$ cat config.mk
export PLATFORM = sky130hd
export DESIGN_NAME = bcc_flow_unit
export DESIGN_NICKNAME = d
export VERILOG_FILES = /design/src/core/bcc_pkg.sv /design/src/core/bcc_flow_unit.sv
export SDC_FILE = /design/constraint.sdc
export NUM_CORES = 1
export LEC_CHECK = 0
export BUFFER_PORTS_ARGS = -buffer_cell sky130_fd_sc_hd__buf_4
export CAP_MARGIN = 20
export CORE_ASPECT_RATIO = 2
export CORE_UTILIZATION = 49
export DETAILED_ROUTE_END_ITERATION = 12
export PLACE_DENSITY_LB_ADDON = 0.12
export SETUP_SLACK_MARGIN = 0.2
export SKIP_LAST_GASP = 1
export SYNTH_ARGS = -nofsm -noshare
export SYNTH_HDL_FRONTEND = slang
export SYNTH_SLANG_ARGS = --single-unit
$ cat constraint.sdc
create_clock -name clock -period 3.4 [get_ports clock]
set_clock_uncertainty 0.1 [all_clocks]
set_input_delay 0.68 -clock clock [delete_from_list [all_inputs] [get_ports clock]]
set_output_delay 0.68 -clock clock [all_outputs]
set_load 0.005 [all_outputs]
$ cat src/core/bcc_pkg.sv
// Shared constants, operation codes and carriers for the program-flow unit.
package bcc_pkg;

  // ****************************************************************
  // Widths and timing
  // ****************************************************************
  localparam int PC_W        = 16;
  localparam int DATA_W      = 8;
  localparam int BUS_AW      = 8;
  localparam int BUS_DW      = 16;
  localparam int CYC_W       = 3;

  localparam logic [CYC_W-1:0] CYC_ONE      = 3'h1;
  localparam logic [CYC_W-1:0] CYC_REL_CALL = 3'h3;
  localparam logic [CYC_W-1:0] CYC_IND_CALL = 3'h3;
  localparam logic [CYC_W-1:0] CYC_DIR_CALL = 3'h4;
  localparam logic [CYC_W-1:0] CYC_EXIT     = 3'h4;
  localparam logic [CYC_W-1:0] CYC_BR_TAKEN = 3'h2;
  localparam logic [CYC_W-1:0] CYC_SKIP_ONE = 3'h2;
  localparam logic [CYC_W-1:0] CYC_SKIP_TWO = 3'h3;

  // ****************************************************************
  // Register map and reset values
  // ****************************************************************
  localparam logic [BUS_AW-1:0] ADDR_CTRL   = 8'h00;
  localparam logic [BUS_AW-1:0] ADDR_STATUS = 8'h04;
  localparam logic [BUS_AW-1:0] ADDR_PC     = 8'h08;

  localparam int CTRL_RUN_BIT = 0;

  localparam logic              CTRL_RUN_RST = 1'h0;
  localparam logic [DATA_W-1:0] STATUS_RST   = 8'h00;
  localparam logic [PC_W-1:0]   PC_RST       = 16'h0000;

  // ****************************************************************
  // Status register bit positions
  // ****************************************************************
  localparam int FLAG_C = 0;
  localparam int FLAG_Z = 1;
  localparam int FLAG_N = 2;
  localparam int FLAG_V = 3;
  localparam int FLAG_S = 4;
  localparam int FLAG_H = 5;
  localparam int FLAG_T = 6;
  localparam int FLAG_I = 7;

  // ****************************************************************
  // Operations and instruction carrier
  // ****************************************************************
  typedef enum logic [4:0] {
    OP_RELATIVE_SUBROUTINE_JUMP,
    OP_INDIRECT_SUBROUTINE_JUMP,
    OP_DIRECT_SUBROUTINE_JUMP,
    OP_SUBROUTINE_EXIT,
    OP_INTERRUPT_EXIT,
    OP_COMPARE_SKIP_EQUAL,
    OP_REGISTER_COMPARE,
    OP_COMPARE_WITH_CARRY,
    OP_COMPARE_IMMEDIATE,
    OP_SKIP_IF_REGISTER_BIT_CLEAR,
    OP_SKIP_IF_REGISTER_BIT_SET,
    OP_SKIP_IF_IO_BIT_CLEAR,
    OP_SKIP_IF_IO_BIT_SET,
    OP_BRANCH_ON_FLAG_SET,
    OP_BRANCH_ON_FLAG_CLEAR,
    OP_BRANCH_ON_EQUAL,
    OP_BRANCH_ON_NOT_EQUAL,
    OP_SEQUENTIAL
  } bcc_op_e;

  typedef struct packed {
    bcc_op_e           op;
    logic [DATA_W-1:0] rd_val;
    logic [DATA_W-1:0] rr_val;
    logic [DATA_W-1:0] imm_val;
    logic [DATA_W-1:0] io_val;
    logic [2:0]        bit_sel;
    logic [PC_W-1:0]   k_val;
    logic [PC_W-1:0]   z_ptr;
    logic              next_two_words;
  } bcc_instr_s;

  typedef struct packed {
    logic              stb;
    logic [PC_W-1:0]   data;
  } bcc_stack_s;

endpackage

$ cat src/core/bcc_flow_unit.sv
// Program-flow unit: calls, exits, compares, skips and flag branches.
`timescale 1ns/10ps
// ****************************************************************
// Summary of operation
// ****************************************************************
// Summary of operation
// RULE1: Three call forms, 3/3/4 cycles, flags kept.
// RULE2: Equal registers skip next instruction, flags kept.
// RULE3: Compares update five flags in one cycle.
// RULE4: Register bit clear skips next instruction.
// RULE5: Register bit set skips next instruction.
// RULE6: I/O bit clear skips next instruction.
// RULE7: I/O bit set skips next instruction.
// RULE8: Selected status bit set takes relative branch.
// RULE9: Selected status bit clear takes relative branch.
// RULE10: Zero flag set takes relative branch.
// RULE11: Zero flag clear takes relative branch.
// RULE12: Calls push return; exits pop in four.
// RULE13: Taken branch and skipped words add cycles.
module bcc_flow_unit (
  input  wire logic                        clock,
  input  wire logic                        sys_rst,
  input  wire bcc_pkg::bcc_instr_s         instr,
  input  wire logic                        instr_valid,
  output logic                             instr_ready,
  output logic                             retire,
  output logic [bcc_pkg::PC_W-1:0]         pc,
  output logic [bcc_pkg::DATA_W-1:0]       status_flags,
  output bcc_pkg::bcc_stack_s              stack_push,
  output logic                             stack_pop,
  input  wire logic [bcc_pkg::PC_W-1:0]    stack_pop_data,
  input  wire logic [bcc_pkg::BUS_AW-1:0]  bus_addr,
  input  wire logic [bcc_pkg::BUS_DW-1:0]  bus_wdata,
  input  wire logic                        bus_we,
  input  wire logic                        bus_re,
  output logic [bcc_pkg::BUS_DW-1:0]       bus_rdata
);
  import bcc_pkg::*;

  typedef enum logic {
    ST_IDLE,
    ST_EXEC
  } bcc_state_e;

  bcc_state_e           state_q;
  logic [CYC_W-1:0]     cnt_q;
  logic [PC_W-1:0]      pc_q;
  logic [PC_W-1:0]      target_q;
  logic [DATA_W-1:0]    status_register_q;
  logic                 run_q;
  logic                 set_i_q;
  logic                 pop_q;
  logic                 pop_wait_q;
  logic                 retire_q;
  logic [BUS_DW-1:0]    rdata_q;
  bcc_stack_s           push_q;

  logic                 accept;
  logic                 finish;
  logic [CYC_W-1:0]     cycles_d;
  logic [PC_W-1:0]      target_d;
  logic [PC_W-1:0]      ret_addr_d;
  logic [DATA_W-1:0]    status_register_d;
  logic                 push_d;
  logic                 pop_d;
  logic                 set_i_d;
  logic                 skip_d;
  logic                 take_d;
  logic [DATA_W-1:0]    cmp_sub;
  logic [DATA_W-1:0]    cmp_res;
  logic                 cmp_cin;
  logic                 cmp_zero_chain;
  logic                 cmp_en;
  logic [PC_W-1:0]      seq_pc;
  logic [PC_W-1:0]      rel_pc;
  logic [PC_W-1:0]      skip_pc;
  logic [CYC_W-1:0]     skip_cycles;

  // A new instruction is taken only while idle and enabled by software.
  assign instr_ready  = (state_q == ST_IDLE) && run_q;
  assign accept       = instr_ready && instr_valid;
  assign finish       = (state_q == ST_EXEC) && (cnt_q == CYC_ONE);
  assign retire       = retire_q;
  assign pc           = pc_q;
  assign status_flags = status_register_q;
  assign stack_push   = push_q;
  assign stack_pop    = pop_q;
  assign bus_rdata    = rdata_q;

  // ****************************************************************
  // Address arithmetic
  // ****************************************************************
  assign seq_pc  = pc_q + 16'h0001;
  assign rel_pc  = pc_q + instr.k_val + 16'h0001;
  assign skip_pc = instr.next_two_words ? pc_q + 16'h0003
                                        : pc_q + 16'h0002;
  assign skip_cycles = instr.next_two_words ? CYC_SKIP_TWO
                                            : CYC_SKIP_ONE; // RULE13

  // ****************************************************************
  // Compare datapath
  // ****************************************************************
  always_comb begin
    cmp_sub        = instr.rr_val;
    cmp_cin        = 1'b0;
    cmp_zero_chain = 1'b0;
    cmp_en         = 1'b0;
    case (instr.op)
      OP_REGISTER_COMPARE: begin
        cmp_en = 1'b1; // RULE3
      end
      OP_COMPARE_WITH_CARRY: begin
        cmp_en         = 1'b1;
        cmp_cin        = status_register_q[FLAG_C]; // RULE3
        cmp_zero_chain = 1'b1;
      end
      OP_COMPARE_IMMEDIATE: begin
        cmp_en  = 1'b1;
        cmp_sub = instr.imm_val; // RULE3
      end
      default: begin
        cmp_en = 1'b0;
      end
    endcase
  end

  assign cmp_res = instr.rd_val - cmp_sub - {7'h00, cmp_cin};

  // ****************************************************************
  // Per-instruction decision
  // ****************************************************************
  always_comb begin
    cycles_d   = CYC_ONE;
    target_d   = seq_pc;
    ret_addr_d = seq_pc;
    status_register_d     = status_register_q;
    push_d     = 1'b0;
    pop_d      = 1'b0;
    set_i_d    = 1'b0;
    skip_d     = 1'b0;
    take_d     = 1'b0;
    case (instr.op)
      OP_RELATIVE_SUBROUTINE_JUMP: begin
        cycles_d = CYC_REL_CALL; // RULE1
        target_d = rel_pc;
        push_d   = 1'b1; // RULE12
      end
      OP_INDIRECT_SUBROUTINE_JUMP: begin
        cycles_d = CYC_IND_CALL; // RULE1
        target_d = instr.z_ptr;
        push_d   = 1'b1; // RULE12
      end
      OP_DIRECT_SUBROUTINE_JUMP: begin
        cycles_d   = CYC_DIR_CALL; // RULE1
        target_d   = instr.k_val;
        ret_addr_d = pc_q + 16'h0002;
        push_d     = 1'b1; // RULE12
      end
      OP_SUBROUTINE_EXIT: begin
        cycles_d = CYC_EXIT; // RULE12
        pop_d    = 1'b1;
      end
      OP_INTERRUPT_EXIT: begin
        cycles_d = CYC_EXIT; // RULE12
        pop_d    = 1'b1;
        set_i_d  = 1'b1;
      end
      OP_COMPARE_SKIP_EQUAL: begin
        skip_d = (instr.rd_val == instr.rr_val); // RULE2
      end
      OP_SKIP_IF_REGISTER_BIT_CLEAR: begin
        skip_d = ~instr.rr_val[instr.bit_sel]; // RULE4
      end
      OP_SKIP_IF_REGISTER_BIT_SET: begin
        skip_d = instr.rr_val[instr.bit_sel]; // RULE5
      end
      OP_SKIP_IF_IO_BIT_CLEAR: begin
        skip_d = ~instr.io_val[instr.bit_sel]; // RULE6
      end
      OP_SKIP_IF_IO_BIT_SET: begin
        skip_d = instr.io_val[instr.bit_sel]; // RULE7
      end
      OP_BRANCH_ON_FLAG_SET: begin
        take_d = status_register_q[instr.bit_sel]; // RULE8
      end
      OP_BRANCH_ON_FLAG_CLEAR: begin
        take_d = ~status_register_q[instr.bit_sel]; // RULE9
      end
      OP_BRANCH_ON_EQUAL: begin
        take_d = status_register_q[FLAG_Z]; // RULE10
      end
      OP_BRANCH_ON_NOT_EQUAL: begin
        take_d = ~status_register_q[FLAG_Z]; // RULE11
      end
      default: begin
        cycles_d = CYC_ONE;
      end
    endcase
    if (skip_d) begin
      cycles_d = skip_cycles; // RULE13
      target_d = skip_pc;
    end
    if (take_d) begin
      cycles_d = CYC_BR_TAKEN; // RULE13
      target_d = rel_pc;
    end
    if (cmp_en) begin
      status_register_d[FLAG_N] = cmp_res[7]; // RULE3
      status_register_d[FLAG_Z] = (cmp_res == 8'h00) &&
                       (!cmp_zero_chain || status_register_q[FLAG_Z]);
      status_register_d[FLAG_C] = (~instr.rd_val[7] & cmp_sub[7]) |
                       (cmp_sub[7] & cmp_res[7]) |
                       (cmp_res[7] & ~instr.rd_val[7]);
      status_register_d[FLAG_H] = (~instr.rd_val[3] & cmp_sub[3]) |
                       (cmp_sub[3] & cmp_res[3]) |
                       (cmp_res[3] & ~instr.rd_val[3]);
      status_register_d[FLAG_V] = (instr.rd_val[7] & ~cmp_sub[7] & ~cmp_res[7]) |
                       (~instr.rd_val[7] & cmp_sub[7] & cmp_res[7]);
    end
  end

  // ****************************************************************
  // Sequencer
  // ****************************************************************
  always_ff @(posedge clock or posedge sys_rst) begin
    if (sys_rst) begin
      state_q <= ST_IDLE;
      cnt_q   <= CYC_ONE;
      set_i_q <= 1'b0;
    end else begin
      case (state_q)
        ST_IDLE: begin
          if (accept && (cycles_d != CYC_ONE)) begin
            state_q <= ST_EXEC;
            cnt_q   <= cycles_d - CYC_ONE; // RULE13
            set_i_q <= set_i_d;
          end
        end
        ST_EXEC: begin
          if (finish) begin
            state_q <= ST_IDLE;
          end else begin
            cnt_q <= cnt_q - CYC_ONE;
          end
        end
        default: begin
          state_q <= ST_IDLE;
        end
      endcase
    end
  end

  // ****************************************************************
  // Target capture, stack traffic and retire
  // ****************************************************************
  // The popped return address is valid only in the cycle after the pop
  // request, so it is captured exactly then.
  always_ff @(posedge clock or posedge sys_rst) begin
    if (sys_rst) begin
      target_q <= PC_RST;
    end else if (accept) begin
      target_q <= target_d;
    end else if (pop_wait_q) begin
      target_q <= stack_pop_data; // RULE12
    end
  end

  always_ff @(posedge clock or posedge sys_rst) begin
    if (sys_rst) begin
      push_q     <= '0;
      pop_q      <= 1'b0;
      pop_wait_q <= 1'b0;
    end else begin
      push_q.stb <= accept && push_d; // RULE12
      if (accept && push_d) begin
        push_q.data <= ret_addr_d;
      end
      pop_q      <= accept && pop_d;
      pop_wait_q <= pop_q;
    end
  end

  // Retire is raised in the same cycle that the program counter first shows its new value.
  always_ff @(posedge clock or posedge sys_rst) begin
    if (sys_rst) begin
      retire_q <= 1'b0;
    end else begin
      retire_q <= (accept && (cycles_d == CYC_ONE)) || finish;
    end
  end

  // ****************************************************************
  // Program counter and status register
  // ****************************************************************
  // Hardware updates win over a software write in the same cycle.
  always_ff @(posedge clock or posedge sys_rst) begin
    if (sys_rst) begin
      pc_q <= PC_RST;
    end else if (accept && (cycles_d == CYC_ONE)) begin
      pc_q <= target_d; // RULE2
    end else if (finish) begin
      pc_q <= target_q; // RULE1
    end else if (bus_we && (bus_addr == ADDR_PC)) begin
      pc_q <= bus_wdata[PC_W-1:0];
    end
  end

  // A compare and an exit never finish together, as exits keep us busy.
  always_ff @(posedge clock or posedge sys_rst) begin
    if (sys_rst) begin
      status_register_q <= STATUS_RST;
    end else if (accept && cmp_en) begin
      status_register_q <= status_register_d; // RULE3
    end else if (finish && set_i_q) begin
      status_register_q[FLAG_I] <= 1'b1; // RULE12
    end else if (bus_we && (bus_addr == ADDR_STATUS)) begin
      status_register_q <= bus_wdata[DATA_W-1:0];
    end
  end

  // ****************************************************************
  // Register port
  // ****************************************************************
  always_ff @(posedge clock or posedge sys_rst) begin
    if (sys_rst) begin
      run_q <= CTRL_RUN_RST;
    end else if (bus_we && (bus_addr == ADDR_CTRL)) begin
      run_q <= bus_wdata[CTRL_RUN_BIT];
    end
  end

  always_ff @(posedge clock or posedge sys_rst) begin
    if (sys_rst) begin
      rdata_q <= '0;
    end else if (bus_re) begin
      case (bus_addr)
        ADDR_CTRL:   rdata_q <= {15'h0000, run_q};
        ADDR_STATUS: rdata_q <= {8'h00, status_register_q};
        ADDR_PC:     rdata_q <= pc_q;
        default:     rdata_q <= '0;
      endcase
    end else begin
      rdata_q <= '0;
    end
  end

endmodule

### After elaboration in Yosys (flattened, before gate mapping)

Cells that the tools add are included.

* register bits after elaboration: 82
* output and inout port bits: 60
* logic and storage cells: 152

* add/subtract/negate cells: 9
* order comparisons: 1
* equal/unequal tests: 26
* mux-type cells: 43
* bitwise logic cells: 25
* reduce and logical (&&, ||, !) cells: 33

Operators with widths (number)
* $mux W16: 10
* $pmux W16 S3: 2
* $eq A5 B4 Y1 const B: 8
* $add A16 B1 Y16 const B: 2
* $add A16 B2 Y16 const B: 2
* $eq A5 B3 Y1 const B: 4
* $add A16 B16 Y16: 1
* $logic_not A8 Y1: 2
* $mux W8: 2
* $mux W1: 14
* $logic_and A1 B1 Y1: 13
* $mux W3: 4
* $mux W6: 2
* $pmux W3 S2: 2
* $not A1 Y1: 11
* $eq A5 B2 Y1 const B: 2
* $and A1 B1 Y1: 9
* $bmux W1 S3: 3
* $reduce_or A3 Y1: 3
* $eq A8 B3 Y1 const B: 1
* $eq A8 B4 Y1 const B: 1
* $eq A8 B8 Y1: 1
* $sub A8 B1 Y8: 1
* $sub A8 B8 Y8: 1
* 21 further kinds: 36

### Logic depth before layout (Yosys ltp)

* depth in word-level cells: 10
* gate-level depth with buffers: 18
* mapped depth without buffers: 15

### Least setup slack after synthesis

No wires, ideal clock.

* path kind: input to register
* start: input instr[34] (netlist name)
* end: register pc_q[14] (netlist: pc[14])
* library setup time: 0.140 ns
* arrival time: 4.040 ns
* data required time: 3.160 ns
* slack: -0.880 ns
* cell stages on the path: 14
* path through: buf_6 -> mux4_2 -> mux2i_1 -> mux2_2 -> o41ai_4 -> nand2_4 -> buf_6 -> nor2_2 -> o21a_1 -> ha_1 -> nand2_1 -> nor2_1 -> dlygate4sd3_1 -> a221oi_2

* cells in the longest elaborated chain, start to end: 9
* elaborated cells between the ends (all ways): 19
* those cells by class: eq/ne (1); mux (13); bitwise (3); reduce/logical (2)

RTL lines
* start: declaration: RTL line bcc_flow_unit.sv:23 `input wire bcc_pkg::bcc_instr_s instr,`
* $bmux W1 S3, on equally long branches
* $mux W1, on equally long branches
* $not A1 Y1, on equally long branches: RTL line bcc_flow_unit.sv:178, bcc_flow_unit.sv:172
* $pmux W1 S5: RTL line bcc_flow_unit.sv:142 `case (instr.op)`
* $mux W3: RTL line bcc_flow_unit.sv:199 `if (skip_d) begin`
* $mux W3: RTL line bcc_flow_unit.sv:203 `if (take_d) begin`
* $eq A3 B1 Y1: RTL line bcc_flow_unit.sv:299 `end else if (accept && (cycles_d == CYC_ONE)) begin`
* $logic_and A1 B1 Y1: RTL line bcc_flow_unit.sv:299
* $reduce_bool A3 Y1 (no line) or $mux W16 (tied branches)
* end signal: assignment: RTL line bcc_flow_unit.sv:300 `pc_q <= target_d;`
* end signal: assignment: RTL line bcc_flow_unit.sv:302 `pc_q <= target_q;`
* end signal: assignment: RTL line bcc_flow_unit.sv:304 `pc_q <= bus_wdata[PC_W-1:0];`
* end: declaration: RTL line bcc_flow_unit.sv:47 `logic [PC_W-1:0] pc_q;`

Several ways; a longest one is shown, not always the timed one. The select of a mux whose other input is x is not followed.
A chain may end at the register's enable or synchronous reset.

### Final worst setup path

* start: input instr[34] (netlist name)
* end: register pc_q[8] (netlist: pc[8])

Same word-level chain as after synthesis.

==> reports/metrics.cfg <==
[route]
num_vias=7580
drtIter0Drc=537
viasPerCell=6.15
drt_wl_total_mm=25.6
wl_per_cell_um=20.8
dr.pass1.iters=9
antenna_left=0
drc_errors=1

[floorplan]
fp.dieH_um=169
start_util_pct=50.6
die_area_um2=14500
core_region_area_um2=13500
ios=178
fp-row-count=60
dieWidth_um=85.5

[finish]
finalNetCount=1231
num-fill-cells=1055
layout-drive-gt1-share_pct=38.1
final_util_pct=72.7
area_delta_synth_final_pct=43.7
layout_common_cells=291 x buf_4, 94 x nand2_1, 81 x dfrtp_1
diodes=0
multi_input_area_um2=4760
layout_commonest_cell=buf_4
regArea_um2=2050

[sta]
rsz0062_at_grt=true
slew_headroom_pct=31.9
setup_viol=18
maxSlewViolCount=0
timing.hold.ws_ps=334
period_minus_slack_ps=3560
worst_pin_slew_ps=1020
fin_crit_sh_pct=105
timing.final.ws_setup_ps=-159
clock.fmax_mhz=281
hold_viol_final=0

[setup_path]
start_kind=input pin
timing.rr.end=pc[8]$_DFFE_PP0P_
worst_setup_path_end_kind=flop
ff2ff_path_depth=15
crit_required_ps=3570
cp_max_fo=5
crit_type=input pin to flop
reg2reg_setup_slack_ps=240
timing.rr.start=status_flags[3]$_DFFE_PP0P_
crit_arrival_ps=3730

[clocking]
clock_latency_ps=350
cts.sinks=82
cts_tree=done
numCtsBuffers=9
clkSlewWorstSetupHoldPaths_ps=70
htree_levels=3
cts-root-buf=clkbuf_16
cts_buffer_depth=2

[status]
violations=design-rule violations, negative setup slack
status=finished with violations

[synthesis]
yosys_register_bits=82
ys_seq_area_share_pct=30.0
synthDistinctLibCells=78
syn_area_per_cell_um2=8.43
synthCells=811
synthArstFlopShare_pct=100
yosysWarnings=0
synth_nets=969
synth_top_flop_cell=dfrtp_1
syn_area_um2=6830
synth-edff-count=0

[grt]
grt_pass1_wl_mm=38.0
grt_max_degree=38
grt_use_total_pct=34.8
antenna_found_initial=0
first_global_vias=7639
grt-ovfl-total=0

[power]
finalPower_w=0.00596
peakVddDrop_mv=0.320
power.density_nw_per_um2=607
p_leak_nw=4.65

[worst_hold_path]
min_path_type=input pin to asynchronous set/reset pin

[placement]
dp_hpwl_mm=19.4
portBuffers=177
gp_congestion=0.996

[job]
cap_violations=0

==> registers in the layout, indices dropped and copies added (netlist names) <==
signal / flops
state_q: 1
bus_rdata: 16
stack_pop: 1
run_q: 1
retire: 1
pop_wait_q: 1
cnt_q: 3
pc: 16
target_q: 16
stack_push: 17
set_i_q: 1
status_flags: 8
==> per-stage QoR <==
step / setup TNS (ps) / cell area, um2 / worst slack, ps / cells
final: -2120 / 9820 / -159 / 1233
after global routing: -3810 / 9820 / -303 / 1233
after floorplan: -8380 / 6950 / -566 / 811
after global placement: -7080 / 8980 / -391 / 1198
after CTS: -292 / 9510 / -52.0 / 1225
after detailed placement: -9280 / 8980 / -476 / 1198
==> layer usage <==
metal	share of wire (%)	vias to the layer above	GRT usage (%)
met2	53	426	64.4
met3	6.1	138	5.70
li1	-	3402	-
met4	9.2	0	29.3
met1	31	3614	32.3
met5	0	-	0
==> critical path, cell delays in order <==
cell and delay [ps]:
buf_8 90, mux4_2 560, mux2i_1 220, mux2_4 330, o41ai_4 440, nand2_4 90
nor2_4 110, o21a_1 190, ha_4 170, nand3_4 90, o211ai_1 190, buf_4 250
buf_4 120, o21ai_1 40, a21oi_1 120
==> logic make-up after synthesis <==
| kind of cell | after synthesis | share of synthesized area, % |
|---|---|---|
| and+or+nand+nor | 281 | 19.5 |
| AOI/OAI and AO/OA | 207 | 20.6 |
| buffers and inverters | 92 | 5.99 |
| DFF | 82 | 30.0 |
| xor gates and xnor gates | 66 | 8.46 |
| muxes | 43 | 7.76 |
| adders and majority gates | 40 | 7.65 |
==> where the power goes <==
group	switching, W	total [W]	internal, W
clock	0.000449	0.000953	0.000504
combinational	0.00186	0.00351	0.00165
sequential	0.000294	0.00149	0.00120
total	0.00260	0.00596	0.00336
==> Yosys cell counts, drive strengths merged, types with 2 or more instances <==
cell     number  area [um2]
nand4        10        62.6
o31ai         4        35.0
a221oi        7        73.8
nor2         70         265
and3          5        31.3
nand2b        3        18.8
nor3          9        45.0
a21boi        3        22.5
or3           5        31.3
mux4          6         146
a21oi        48         244
and4b         2        20.0
o22ai         3        18.8
xor2         39         342
mux2i        26         260
xnor2        27         236
o41ai         2        36.3
a21o          9        67.6
dfrtp        81        2030
and2         15        93.8
o21ai        57         293
inv          37         139
and2b         2        16.3
a22oi        19         148
a31oi         5        37.5
nor2b        21         131
nor3b         5        37.5
nand2       102         390
clkbuf       42         159
nand3        21         105
o2111ai       2        17.5
mux2         11         124
a222oi        8        80.1
or2           2        12.5
nor4          3        18.8
fa            3        60.1
o211ai        5        37.5
buf          11        88.8
a211oi       15         118
ha           37         463
o21a          7        52.6
o221a         4        45.0
==> cell type report <==
cell class                      instances  share of cell area (%)
Tap cell                              155                    1.98
Timing Repair Buffer                  306                    24.4
Multi-Input combinational cell        637                    48.5
Clock buffer                           10                    2.33
Sequential cell                        82                    20.9
Inverter                               37                    1.43
Clock inverter                          6                   0.497
==> how the worst max path moves through the flow <==
| stage | start | to | slack (ps) | cells after the start |
|---|---|---|---|---|
| after detailed placement | instr[34] | pc[3]$_DFFE_PP0P_ | -480 | 16 |
| final | instr[34] | pc[8]$_DFFE_PP0P_ | -160 | 15 |
| after global placement | instr[34] | pc[8]$_DFFE_PP0P_ | -390 | 17 |
| after global routing | instr[34] | pc[6]$_DFFE_PP0P_ | -300 | 15 |
| after CTS | instr[34] | pc[3]$_DFFE_PP0P_ | -50 | 16 |
| after floorplan | instr[34] | pc[5]$_DFFE_PP0P_ | -570 | 16 |
==> timing repair <==
action                     4_1_cts  5_1_grt
resized for setup               38       48
hold buffers                     0        0
setup endpoints to repair       24       34
cloned                           2        1
pin swaps                       18       31
buffers inserted                 9        7
Note: power is estimated with default switching activity, not from simulation.
